==> src/common/uart_pkg.sv <==
// Shared constants, field layouts and helpers of the serial core.
package uart_pkg;

	// ****************************************************************
	// Clocking
	// ****************************************************************
	localparam int CLK_MHZ = 200;
	localparam int SRC_MHZ = 24;
	localparam logic [7:0] SRC_STEP = 8'(SRC_MHZ);
	localparam logic [7:0] SRC_WRAP = 8'(CLK_MHZ);
	localparam logic [3:0] BIT_TICKS_LAST = 4'hf;
	localparam logic [3:0] HALF_BIT_LAST = 4'h7;

	// ****************************************************************
	// Register map, word index within the 32-byte window
	// ****************************************************************
	localparam logic [2:0] IDX_DATA = 3'h0;
	localparam logic [2:0] IDX_LFC = 3'h1;
	localparam logic [2:0] IDX_LSR = 3'h2;
	localparam logic [2:0] IDX_MODE = 3'h3;
	localparam logic [2:0] IDX_AUX = 3'h4;
	localparam logic [2:0] IDX_BANK = 3'h7;
	localparam logic [2:0] IDX_DIV_LO = 3'h0;
	localparam logic [2:0] IDX_DIV_HI = 3'h1;
	localparam logic [2:0] IDX_XC2 = 3'h2;

	// ****************************************************************
	// Reset values
	// ****************************************************************
	localparam logic [4:0] PRESC_RST = 5'h0d;
	localparam logic [15:0] DIV_RST = 16'h0001;
	localparam logic [7:0] LFC_RST = 8'h00;
	localparam logic [7:0] MODE_RST = 8'h00;
	localparam logic [2:0] BANK_RST = 3'h0;

	// ****************************************************************
	// Field layouts
	// ****************************************************************
	typedef struct packed {
		logic rsvd;
		logic brk;
		logic stick;
		logic even;
		logic par_en;
		logic stop2;
		logic [1:0] len;
	} lfc_s;

	typedef struct packed {
		logic rx_err;
		logic tx_idle;
		logic thr_empty;
		logic brk;
		logic frame;
		logic parity;
		logic overrun;
		logic ready;
	} lsr_s;

	typedef struct packed {
		logic [4:0] rsvd;
		logic [1:0] ir_mode;
		logic ext_en;
	} mode_s;

	// ****************************************************************
	// Helpers
	// ****************************************************************
	function automatic logic [7:0] len_mask(input logic [1:0] len);
		len_mask = 8'hff >> (2'h3 - len);
	endfunction : len_mask

	function automatic logic parity_of(input logic [7:0] d, input lfc_s f);
		logic x;
		x = ^(d & len_mask(f.len));
		if (f.stick) begin
			parity_of = ~f.even;
		end else begin
			parity_of = f.even ? x : ~x;
		end
	endfunction : parity_of

endpackage : uart_pkg

==> src/rtl/serial_receiver.sv <==
// Receive channel: line synchroniser, start search and bit sampling.
`timescale 1ns/10ps
module serial_receiver
	import uart_pkg::*;
(
	// Clock and reset
	input wire logic clk_i,
	input wire logic rst_n_i,
	// Timing and format
	input wire logic tick16_i,
	input lfc_s fmt_i,
	// Line
	input wire logic line_i,
	// Received character
	output logic done_o,
	output logic [7:0] data_o,
	output logic par_err_o,
	output logic frame_err_o,
	output logic brk_o
);

	typedef enum logic [2:0] {RX_IDLE, RX_START, RX_DATA, RX_PAR, RX_STOP}
		rx_state_e;

	logic s1_ff, s2_ff, s3_ff, lvl_ff, lvl_d_ff;
	rx_state_e st_ff;
	logic [3:0] tk_ff;
	logic [2:0] bit_ff;
	logic [7:0] sh_ff;
	logic par_ff;
	logic all0_ff;
	logic mid;

	// ****************************************************************
	// Line input filter
	// ****************************************************************
	always_ff @(posedge clk_i) begin
		s1_ff <= line_i;
		s2_ff <= s1_ff;
		s3_ff <= s2_ff;
		if (!rst_n_i) begin
			lvl_ff <= 1'b1;
			lvl_d_ff <= 1'b1;
		end else begin
			if (s2_ff == s3_ff) begin
				lvl_ff <= s3_ff;
			end
			lvl_d_ff <= lvl_ff;
		end
	end

	// Centre of a bit: the half-bit wait is done in RX_START.
	assign mid = tick16_i && (tk_ff == BIT_TICKS_LAST);

	// ****************************************************************
	// Sampling state machine
	// ****************************************************************
	always_ff @(posedge clk_i) begin
		done_o <= 1'b0;
		if (!rst_n_i) begin
			st_ff <= RX_IDLE;
			tk_ff <= 4'h0;
			bit_ff <= 3'h0;
			sh_ff <= 8'h00;
			par_ff <= 1'b0;
			all0_ff <= 1'b0;
			data_o <= 8'h00;
			par_err_o <= 1'b0;
			frame_err_o <= 1'b0;
			brk_o <= 1'b0;
		end else begin
			if (tick16_i && st_ff != RX_IDLE) begin
				tk_ff <= tk_ff + 4'h1;
			end
			case (st_ff)
				RX_IDLE: begin
					tk_ff <= 4'h0;
					if (lvl_d_ff && !lvl_ff) begin
						st_ff <= RX_START;
					end
				end
				RX_START: begin
					if (tick16_i && tk_ff == HALF_BIT_LAST) begin
						tk_ff <= 4'h0;
						bit_ff <= 3'h0;
						sh_ff <= 8'h00;
						all0_ff <= 1'b1;
						st_ff <= lvl_ff ? RX_IDLE : RX_DATA;
					end
				end
				RX_DATA: begin
					if (mid) begin
						sh_ff[bit_ff] <= lvl_ff;
						all0_ff <= all0_ff & ~lvl_ff;
						bit_ff <= bit_ff + 3'h1;
						if (bit_ff == {1'b1, fmt_i.len}) begin
							st_ff <= fmt_i.par_en ? RX_PAR : RX_STOP;
						end
					end
				end
				RX_PAR: begin
					if (mid) begin
						par_ff <= lvl_ff;
						all0_ff <= all0_ff & ~lvl_ff;
						st_ff <= RX_STOP;
					end
				end
				RX_STOP: begin
					if (mid) begin
						done_o <= 1'b1;
						data_o <= sh_ff & len_mask(fmt_i.len);
						par_err_o <= fmt_i.par_en &&
							(par_ff != parity_of(sh_ff, fmt_i));
						frame_err_o <= !lvl_ff;
						brk_o <= all0_ff && !lvl_ff;
						st_ff <= RX_IDLE;
					end
				end
				default: begin
					st_ff <= RX_IDLE;
				end
			endcase
		end
	end

endmodule : serial_receiver

==> src/rtl/uart_serial_core.sv <==
// Wired serial core with banked registers behind an AHB-Lite slave.
//
// Behaviour
// - Transmit and receive channels run concurrently.
// - Start, 5 to 8 data, parity, stop.
// - Data bits travel least significant first.
// - Reset selects basic legacy mode, extensions off.
// - Extended mode swaps scratch for auxiliary register.
// - Shared divisor counter, divides by 1 to 65535.
// - 24 MHz source through prescaler, reset 13.
// - Prescaler choice reaches up to 1.5 Mbaud.
// - Status readable anytime: full, empty, errors, break; here only with bank 0 selected.
// - Serial output marks after reset and infrared.
// - Baud source derived from the single clock.
// - Register banks 0 to 7, main in 0.
// - Reset aborts all activity, device disabled.
// - Address lines with select pick the register.
//
// Our own choices: the AHB-Lite register port and the address map.
`timescale 1ns/10ps
module uart_serial_core
	import uart_pkg::*;
(
	// Clock and reset
	input wire logic CLOCK_I,
	input wire logic RST_N_I,
	// AHB-Lite slave
	input wire logic HSEL_I,
	input wire logic [31:0] HADDR_I,
	input wire logic [1:0] HTRANS_I,
	input wire logic HWRITE_I,
	input wire logic [2:0] HSIZE_I,
	input wire logic [31:0] HWDATA_I,
	input wire logic HREADY_I,
	output logic [31:0] HRDATA_O,
	output logic HREADYOUT_O,
	output logic HRESP_O,
	// Serial line
	input wire logic SERIAL_LINE_IN_I,
	output logic SERIAL_LINE_OUT_O
);

	typedef enum logic [2:0] {TX_IDLE, TX_START, TX_DATA, TX_PAR, TX_STOP}
		tx_state_e;

	// ****************************************************************
	// Declarations
	// ****************************************************************
	logic accept;
	logic rd_take;
	logic [2:0] acc_idx;
	logic acc_main;
	logic acc_hit;
	logic wr_pend_ff;
	logic [2:0] wr_idx_ff;
	logic wr_main_ff;
	logic wr_hit_ff;
	logic [7:0] wbyte;
	logic [7:0] nxt_rd;
	logic [31:0] hrdata_ff;

	lfc_s lfc_ff;
	mode_s mode_ff;
	logic [2:0] bank_ff;
	logic [7:0] scratch_ff;
	logic [7:0] aux_ctl_ff;
	logic [15:0] div_ff;
	logic [4:0] presc_ff;

	logic [7:0] src_acc_ff;
	logic src_tick_ff;
	logic [4:0] pre_cnt_ff;
	logic pre_tick_ff;
	logic [15:0] div_cnt_ff;
	logic tick16_ff;

	logic [7:0] thr_ff;
	logic thr_full_ff;
	tx_state_e tx_st_ff;
	logic [3:0] tx_tk_ff;
	logic [2:0] tx_bit_ff;
	logic [7:0] tx_sh_ff;
	logic tx_lvl_ff;
	logic tx_load;
	logic tx_bit_end;

	logic rx_done;
	logic [7:0] rx_data;
	logic rx_par;
	logic rx_frame;
	logic rx_brk;
	logic [7:0] rbr_ff;
	logic ready_ff;
	logic overrun_ff;
	logic par_err_ff;
	logic frame_err_ff;
	logic brk_ff;
	lsr_s lsr;

	logic wr_data;
	logic rd_data;
	logic rd_lsr;

	// ****************************************************************
	// Bus decode
	// ****************************************************************
	// Zero wait states: every transfer completes in its first data phase.
	assign HREADYOUT_O = 1'b1;
	assign HRESP_O = 1'b0;
	assign HRDATA_O = hrdata_ff;

	assign accept = HSEL_I && HTRANS_I[1] && HREADY_I;
	assign rd_take = accept && !HWRITE_I;
	assign acc_idx = HADDR_I[4:2];
	// Within each 256 bytes, anything beyond the 32-byte window is unmapped and reads zero.
	assign acc_hit = (HADDR_I[7:5] == 3'h0);
	assign acc_main = (bank_ff == 3'h0) || (acc_idx == IDX_BANK);
	assign wbyte = HWDATA_I[7:0];

	always_ff @(posedge CLOCK_I) begin
		if (!RST_N_I) begin
			wr_pend_ff <= 1'b0;
			wr_idx_ff <= 3'h0;
			wr_main_ff <= 1'b0;
			wr_hit_ff <= 1'b0;
		end else begin
			wr_pend_ff <= accept && HWRITE_I;
			wr_idx_ff <= acc_idx;
			wr_main_ff <= acc_main;
			wr_hit_ff <= acc_hit;
		end
	end

	assign wr_data = wr_pend_ff && wr_hit_ff && wr_main_ff &&
		(wr_idx_ff == IDX_DATA);
	assign rd_data = rd_take && acc_hit && acc_main && (acc_idx == IDX_DATA);
	assign rd_lsr = rd_take && acc_hit && acc_main && (acc_idx == IDX_LSR);

	function automatic logic wr_at(input logic main, input logic [2:0] idx,
		input logic pend, input logic hit, input logic wmain,
		input logic [2:0] widx);
		wr_at = pend && hit && (wmain == main) && (widx == idx);
	endfunction : wr_at

	// ****************************************************************
	// Control registers
	// ****************************************************************
	always_ff @(posedge CLOCK_I) begin
		if (!RST_N_I) begin
			lfc_ff <= LFC_RST;
			mode_ff <= MODE_RST;
			bank_ff <= BANK_RST;
			scratch_ff <= 8'h00;
			aux_ctl_ff <= 8'h00;
		end else begin
			if (wr_at(1'b1, IDX_LFC, wr_pend_ff, wr_hit_ff, wr_main_ff,
				wr_idx_ff)) begin
				lfc_ff <= wbyte;
			end
			if (wr_at(1'b1, IDX_MODE, wr_pend_ff, wr_hit_ff, wr_main_ff,
				wr_idx_ff)) begin
				mode_ff <= {5'h00, wbyte[2:0]};
			end
			if (wr_pend_ff && wr_hit_ff && wr_idx_ff == IDX_BANK) begin
				bank_ff <= wbyte[2:0];
			end
			if (wr_at(1'b1, IDX_AUX, wr_pend_ff, wr_hit_ff, wr_main_ff,
				wr_idx_ff)) begin
				if (mode_ff.ext_en) begin
					aux_ctl_ff <= {wbyte[7:2], 2'b00};
				end else begin
					scratch_ff <= wbyte;
				end
			end
		end
	end

	always_ff @(posedge CLOCK_I) begin
		if (!RST_N_I) begin
			div_ff <= DIV_RST;
			presc_ff <= PRESC_RST;
		end else begin
			if (wr_at(1'b0, IDX_DIV_LO, wr_pend_ff, wr_hit_ff, wr_main_ff,
				wr_idx_ff)) begin
				div_ff[7:0] <= wbyte;
			end
			if (wr_at(1'b0, IDX_DIV_HI, wr_pend_ff, wr_hit_ff, wr_main_ff,
				wr_idx_ff)) begin
				div_ff[15:8] <= wbyte;
			end
			if (wr_at(1'b0, IDX_XC2, wr_pend_ff, wr_hit_ff, wr_main_ff,
				wr_idx_ff)) begin
				presc_ff <= wbyte[4:0];
			end
		end
	end

	// ****************************************************************
	// Baud generator
	// ****************************************************************
	// A 24 MHz tick is made from the core clock by a phase accumulator.
	// Its jitter is one core period, far below a sixteenth of a bit.
	always_ff @(posedge CLOCK_I) begin
		if (!RST_N_I) begin
			src_acc_ff <= 8'h00;
			src_tick_ff <= 1'b0;
		end else if (src_acc_ff + SRC_STEP >= SRC_WRAP) begin
			src_acc_ff <= src_acc_ff + SRC_STEP - SRC_WRAP;
			src_tick_ff <= 1'b1;
		end else begin
			src_acc_ff <= src_acc_ff + SRC_STEP;
			src_tick_ff <= 1'b0;
		end
	end

	// A prescaler or divisor of zero behaves as one.
	always_ff @(posedge CLOCK_I) begin
		pre_tick_ff <= 1'b0;
		if (!RST_N_I) begin
			pre_cnt_ff <= 5'h00;
		end else if (src_tick_ff) begin
			if (pre_cnt_ff + 5'h01 >= presc_ff) begin
				pre_cnt_ff <= 5'h00;
				pre_tick_ff <= 1'b1;
			end else begin
				pre_cnt_ff <= pre_cnt_ff + 5'h01;
			end
		end
	end

	always_ff @(posedge CLOCK_I) begin
		tick16_ff <= 1'b0;
		if (!RST_N_I) begin
			div_cnt_ff <= 16'h0000;
		end else if (pre_tick_ff) begin
			if (div_cnt_ff + 16'h0001 >= div_ff) begin
				div_cnt_ff <= 16'h0000;
				tick16_ff <= 1'b1;
			end else begin
				div_cnt_ff <= div_cnt_ff + 16'h0001;
			end
		end
	end

	// ****************************************************************
	// Transmit channel
	// ****************************************************************
	assign tx_load = (tx_st_ff == TX_IDLE) && thr_full_ff;
	assign tx_bit_end = tick16_ff && (tx_tk_ff == BIT_TICKS_LAST);

	// A new write wins over the shifter taking the holding byte.
	always_ff @(posedge CLOCK_I) begin
		if (!RST_N_I) begin
			thr_ff <= 8'h00;
			thr_full_ff <= 1'b0;
		end else if (wr_data) begin
			thr_ff <= wbyte;
			thr_full_ff <= 1'b1;
		end else if (tx_load) begin
			thr_full_ff <= 1'b0;
		end
	end

	always_ff @(posedge CLOCK_I) begin
		if (!RST_N_I) begin
			tx_st_ff <= TX_IDLE;
			tx_tk_ff <= 4'h0;
			tx_bit_ff <= 3'h0;
			tx_sh_ff <= 8'h00;
			tx_lvl_ff <= 1'b1;
		end else begin
			if (tick16_ff && tx_st_ff != TX_IDLE) begin
				tx_tk_ff <= tx_tk_ff + 4'h1;
			end
			case (tx_st_ff)
				TX_IDLE: begin
					tx_lvl_ff <= 1'b1;
					tx_tk_ff <= 4'h0;
					if (tx_load) begin
						tx_sh_ff <= thr_ff & len_mask(lfc_ff.len);
						tx_st_ff <= TX_START;
						tx_lvl_ff <= 1'b0;
					end
				end
				TX_START: begin
					if (tx_bit_end) begin
						tx_bit_ff <= 3'h0;
						tx_lvl_ff <= tx_sh_ff[0];
						tx_st_ff <= TX_DATA;
					end
				end
				TX_DATA: begin
					if (tx_bit_end) begin
						tx_bit_ff <= tx_bit_ff + 3'h1;
						if (tx_bit_ff == {1'b1, lfc_ff.len}) begin
							tx_lvl_ff <= lfc_ff.par_en ?
								parity_of(tx_sh_ff, lfc_ff) : 1'b1;
							tx_st_ff <= lfc_ff.par_en ? TX_PAR : TX_STOP;
						end else begin
							tx_lvl_ff <= tx_sh_ff[tx_bit_ff + 3'h1];
						end
					end
				end
				TX_PAR: begin
					if (tx_bit_end) begin
						tx_lvl_ff <= 1'b1;
						tx_st_ff <= TX_STOP;
					end
				end
				TX_STOP: begin
					if (tx_bit_end) begin
						tx_st_ff <= TX_IDLE;
					end
				end
				default: begin
					tx_st_ff <= TX_IDLE;
				end
			endcase
		end
	end

	// Infrared modes force marking, even over the break bit, which otherwise forces spacing.
	always_ff @(posedge CLOCK_I) begin
		if (!RST_N_I) begin
			SERIAL_LINE_OUT_O <= 1'b1;
		end else if (mode_ff.ir_mode != 2'h0) begin
			SERIAL_LINE_OUT_O <= 1'b1;
		end else begin
			SERIAL_LINE_OUT_O <= tx_lvl_ff && !lfc_ff.brk;
		end
	end

	// ****************************************************************
	// Receive channel
	// ****************************************************************
	serial_receiver u_rx (
		.clk_i(CLOCK_I),
		.rst_n_i(RST_N_I),
		.tick16_i(tick16_ff),
		.fmt_i(lfc_ff),
		.line_i(SERIAL_LINE_IN_I),
		.done_o(rx_done),
		.data_o(rx_data),
		.par_err_o(rx_par),
		.frame_err_o(rx_frame),
		.brk_o(rx_brk)
	);

	// A character arriving with a clearing read is kept: set wins.
	always_ff @(posedge CLOCK_I) begin
		if (!RST_N_I) begin
			rbr_ff <= 8'h00;
			ready_ff <= 1'b0;
			overrun_ff <= 1'b0;
		end else begin
			if (rx_done) begin
				rbr_ff <= rx_data;
				ready_ff <= 1'b1;
			end else if (rd_data) begin
				ready_ff <= 1'b0;
			end
			if (rx_done && ready_ff && !rd_data) begin
				overrun_ff <= 1'b1;
			end else if (rd_lsr) begin
				overrun_ff <= 1'b0;
			end
		end
	end

	always_ff @(posedge CLOCK_I) begin
		if (!RST_N_I) begin
			par_err_ff <= 1'b0;
			frame_err_ff <= 1'b0;
			brk_ff <= 1'b0;
		end else if (rx_done) begin
			par_err_ff <= rx_par || (par_err_ff && !rd_lsr);
			frame_err_ff <= rx_frame || (frame_err_ff && !rd_lsr);
			brk_ff <= rx_brk || (brk_ff && !rd_lsr);
		end else if (rd_lsr) begin
			par_err_ff <= 1'b0;
			frame_err_ff <= 1'b0;
			brk_ff <= 1'b0;
		end
	end

	// ****************************************************************
	// Status and read data
	// ****************************************************************
	always_comb begin
		lsr.ready = ready_ff;
		lsr.overrun = overrun_ff;
		lsr.parity = par_err_ff;
		lsr.frame = frame_err_ff;
		lsr.brk = brk_ff;
		lsr.thr_empty = !thr_full_ff;
		lsr.tx_idle = !thr_full_ff && (tx_st_ff == TX_IDLE);
		lsr.rx_err = par_err_ff || frame_err_ff || brk_ff;
	end

	always_comb begin
		nxt_rd = 8'h00;
		if (acc_hit && acc_idx == IDX_BANK) begin
			nxt_rd = {5'h00, bank_ff};
		end else if (acc_hit && acc_main) begin
			case (acc_idx)
				IDX_DATA: nxt_rd = rbr_ff;
				IDX_LFC: nxt_rd = lfc_ff;
				IDX_LSR: nxt_rd = lsr;
				IDX_MODE: nxt_rd = mode_ff;
				IDX_AUX: nxt_rd = mode_ff.ext_en ?
					{aux_ctl_ff[7:2], lsr.tx_idle, ready_ff} : scratch_ff;
				default: nxt_rd = 8'h00;
			endcase
		end else if (acc_hit) begin
			case (acc_idx)
				IDX_DIV_LO: nxt_rd = div_ff[7:0];
				IDX_DIV_HI: nxt_rd = div_ff[15:8];
				IDX_XC2: nxt_rd = {3'h0, presc_ff};
				default: nxt_rd = 8'h00;
			endcase
		end
	end

	always_ff @(posedge CLOCK_I) begin
		if (!RST_N_I) begin
			hrdata_ff <= 32'h0000_0000;
		end else if (rd_take) begin
			hrdata_ff <= {24'h00_0000, nxt_rd};
		end
	end

endmodule : uart_serial_core

==> config.mk <==
export PLATFORM = sky130hd
export DESIGN_NAME = uart_serial_core
export DESIGN_NICKNAME = d
export VERILOG_FILES = /design/src/common/uart_pkg.sv /design/src/rtl/serial_receiver.sv /design/src/rtl/uart_serial_core.sv
export SDC_FILE = /design/constraint.sdc
export NUM_CORES = 1
export LEC_CHECK = 0
export ABC_AREA = 1
export BUFFER_PORTS_ARGS = -buffer_cell sky130_fd_sc_hd__buf_4
export CAP_MARGIN = 20
export CORE_UTILIZATION = 30
export CTS_CLUSTER_DIAMETER = 150
export DETAILED_ROUTE_END_ITERATION = 7
export HOLD_SLACK_MARGIN = 0.05
export PLACE_DENSITY = 0.52
export SYNTH_ARGS = -nofsm -noshare
export SYNTH_HDL_FRONTEND = slang
export SYNTH_SLANG_ARGS = --single-unit
export TNS_END_PERCENT = 50
==> constraint.sdc <==
create_clock -name CLOCK_I -period 3.4 [get_ports CLOCK_I]
set_input_delay 0.34 -clock CLOCK_I [delete_from_list [all_inputs] [get_ports CLOCK_I]]
set_output_delay 0.34 -clock CLOCK_I [all_outputs]
set_load 0.02 [all_outputs]
==> flow_summary.json <==
{
  "ys_ff_latch": 171,
  "wl_met3_microns": 722,
  "antenna_found_initial": 0,
  "start_kind": "flip-flop",
  "grt_pass1_wl_mm": 35.8,
  "dr.pass1.iters": 5,
  "highest_layer": "met4",
  "place_congestion": 0.855,
  "synth_seq_area_share_pct": 39.7,
  "synth_top_family_by_area": "simple AND/OR/NAND/NOR gates",
  "tightest_slew_ns": 0.729,
  "synth.mux.area_fraction_pct": 0,
  "reg2reg_depth": 17,
  "dieArea_sq_um": 29400,
  "cts_buffers": 17,
  "hp-class": "primary input to flip-flop",
  "crit_fanout": 16,
  "multiInputGateArea_sq_um": 4370,
  "wl_per_cell_microns": 13.5,
  "overflow": 0,
  "synth.area.top_cells": "dfxtp_1 (40%), nand2_1 (8.8%), a21oi_1 (7.4%)",
  "area_delta_synth_final_pct": 13.1,
  "core.rowCount": 61,
  "maxSlewViolCount": 0,
  "grt_usage_pct": 15.5,
  "diodes": 0,
  "dr_wl_met2_mm": 9.98,
  "drtAntennaViolNets": 0,
  "viasPerCell": 4.63,
  "netlist_instances": 1210,
  "cts.sinks": 171,
  "outcome": "completed",
  "fill_cells": 3006,
  "drcViolationCount": 0,
  "first_iter_violations": 434,
  "placedInstanceArea_sq_um": 9110,
  "ir_worst_vdd_mv": 0.301,
  "synth_fa_ha_area_share_pct": 4.36,
  "pwr_density_cell_nw_per_um2": 483,
  "syn_area_sq_um": 8610,
  "fmax_mhz": 342,
  "finClkSkew_ns": 0.00853,
  "dp_slack_ns": 0.388,
  "yosys.area.top_type": "dfxtp_1",
  "p_leak_nw": 3.92,
  "ys_types": 48,
  "drv_cap": 0,
  "cts_setup_buffers": 0,
  "synth_area_per_cell_sq_um": 7.12,
  "layout-drive-gt1-share_pct": 8.38,
  "crit_required_ns": 3.76,
  "final-hold-violation-count": 0,
  "layout_common_cells": "nand2_1 (203), dfxtp_1 (171), nor2_1 (148), inv_1 (135), a21oi_1 (128)",
  "synth-async-reset-ratio_pct": 0,
  "initial_core_util_pct": 30.8,
  "tritoncts": "done",
  "min_path_cells": 3,
  "cts-root-buf": "clkbuf_16",
  "synth_warnings": 0,
  "synth-simple-area-share_pct": 23.2,
  "design_area_sq_um": 9740,
  "port_buffers": 29,
  "m1WireLength_mm": 10.9,
  "clk_latency_ns": 0.43,
  "regArea_sq_um": 3420,
  "cts_buffer_depth": 2,
  "io_pins": 110,
  "ctsHtreeMaxLevel": 4,
  "setup_viol": 0,
  "dp_hpwl_mm": 15.8,
  "grt_pass1_vias": 6872,
  "max_slew_margin_pct": 51.2,
  "worstSetupPathType": "flip-flop to flip-flop",
  "synthXorXnorAreaFrac_pct": 3.15,
  "layout.nets": 1333,
  "synth_compound_area_share_pct": 18.8,
  "coreArea_sq_um": 28000,
  "wl_mm": 21.9,
  "synth-edff-count": 0,
  "final_common_cell": "nand2_1",
  "finalCritPeriodShare_pct": 85.9,
  "worstSetupEndpointType": "flip-flop",
  "worst_slack_ns": 0.479,
  "die_width_microns": 171,
  "grt_max_degree": 70,
  "die_h_microns": 171,
  "cp.arrival_ns": 3.28,
  "layout_min_cycle_time_ns": 2.92,
  "yosysTopAreaCellShare_pct": 39.7,
  "synthFlopType": "dfxtp_1",
  "num_vias": 7493,
  "rsz0062_at_grt": "no",
  "clk_pin_slew_worst_paths_ns": 0.06,
  "tns_ns": 0
}
[final timing paths]
kind | to | slack, ns | startpoint
max | div_cnt_ff[2]$_SDFFE_PN0P_ | 0.48 | div_cnt_ff[1]$_SDFFE_PN0P_
min | wr_idx_ff[2]$_SDFF_PN0_ | 0.16 | HADDR_I[4]
min reg2reg | u_rx.s2_ff$_DFF_P_ | 0.33 | u_rx.s1_ff$_DFF_P_
max reg2reg | div_cnt_ff[2]$_SDFFE_PN0P_ | 0.48 | div_cnt_ff[1]$_SDFFE_PN0P_
[cells by family (layout without fill, tap and decap cells)]
logic type | count (synthesis) | in the layout
other cells | 2 | 26
compound gates | 300 | 300
xor+xnor | 31 | 31
simple gates | 464 | 464
fa+ha+maj | 30 | 30
buf+inv | 212 | 219
flops | 171 | 171
[repair_timing]
action	CTS	global route
setup endpoints to repair	0	2
endpoints found under the hold margin	1	0
resized for setup	0	1
hold buffers	1	0
[power by group]
| group | switching [mW] | internal (mW) |
|---|---|---|
| Clock | 0.802 | 1.25 |
| Sequential | 0.0595 | 2.06 |
| Combinational | 0.371 | 0.162 |
[critical path, stage by stage, from the launching register on]
cell	delay [ns]
dfxtp_1	0.37
ha_1	0.20
nand3_1	0.13
inv_1	0.13
nand3_1	0.14
nor4_2	0.25
nand2_1	0.11
and2_1	0.18
ha_1	0.26
nand2_1	0.08
inv_1	0.04
nand3_1	0.08
inv_1	0.05
a21oi_1	0.14
nand3_1	0.15
buf_12	0.18
or2_2	0.27
a21oi_1	0.11
[sequential cells by signal, indices dropped and copies added, names as in the netlist, 6 cells and up]
signal and cells:
u_rx.data_o 8, div_cnt_ff 16, scratch_ff 8, u_rx.sh_ff 8
tx_sh_ff 8, rbr_ff 8, div_ff 16, HRDATA_O 8
thr_ff 8, lfc_ff 8, aux_ctl_ff 6
[stage by stage]
step	utilization, %	power (mW)	cells	hold WS, ns
2_1_floorplan	-	2.58	1234	0.310
3_3_place_gp	32.5	2.70	1586	0.316
3_5_place_dp	32.5	2.70	1586	0.320
4_1_cts	34.8	4.77	1619	0.142
5_1_grt	34.8	4.94	1619	0.156
6_report	34.8	4.71	1619	0.156
[cells in the mapped netlist (2+ instances only)]
library cell  count
dfxtp_1         171
nor2_2            7
a211oi_1          4
o211ai_1         11
nand3_1          45
a21oi_1         128
nand2_2           2
o2111ai_1         3
nand2_4           3
nor3b_1           2
nor2_1          148
nand2_1         203
nor3_2            2
conb_1            2
or2_2             6
ha_1             30
a21o_1            2
nand4_1          16
buf_2             6
clkinv_1          4
o21ai_1           6
a31oi_1           3
o21ai_0         119
xnor2_1          13
o221ai_1          2
o21a_1            2
inv_2            11
nor2_4            2
nor3_1           21
nor4_1            2
clkbuf_1         26
xor2_1           18
inv_1           135
buf_4            28
o22ai_1          14
[routing by layer]
metal / track usage, % / vias up
li1: - / 3967
met1: 20.9 / 3385
met2: 25.3 / 128
met3: 2.99 / 13
met4: 4.15 / 0
met5: 0 / -
[final cells by class]
type                    instances  area share (%)
clock inverters                 6            1.10
flip-flops and latches        171            35.1
inverters                     151            5.87
repair buffers                 36            2.93
multi-input cells             851            44.9
well taps                     378            4.85
clock buffers                  26            5.23
No activity file was read; power rests on OpenSTA's default activity.
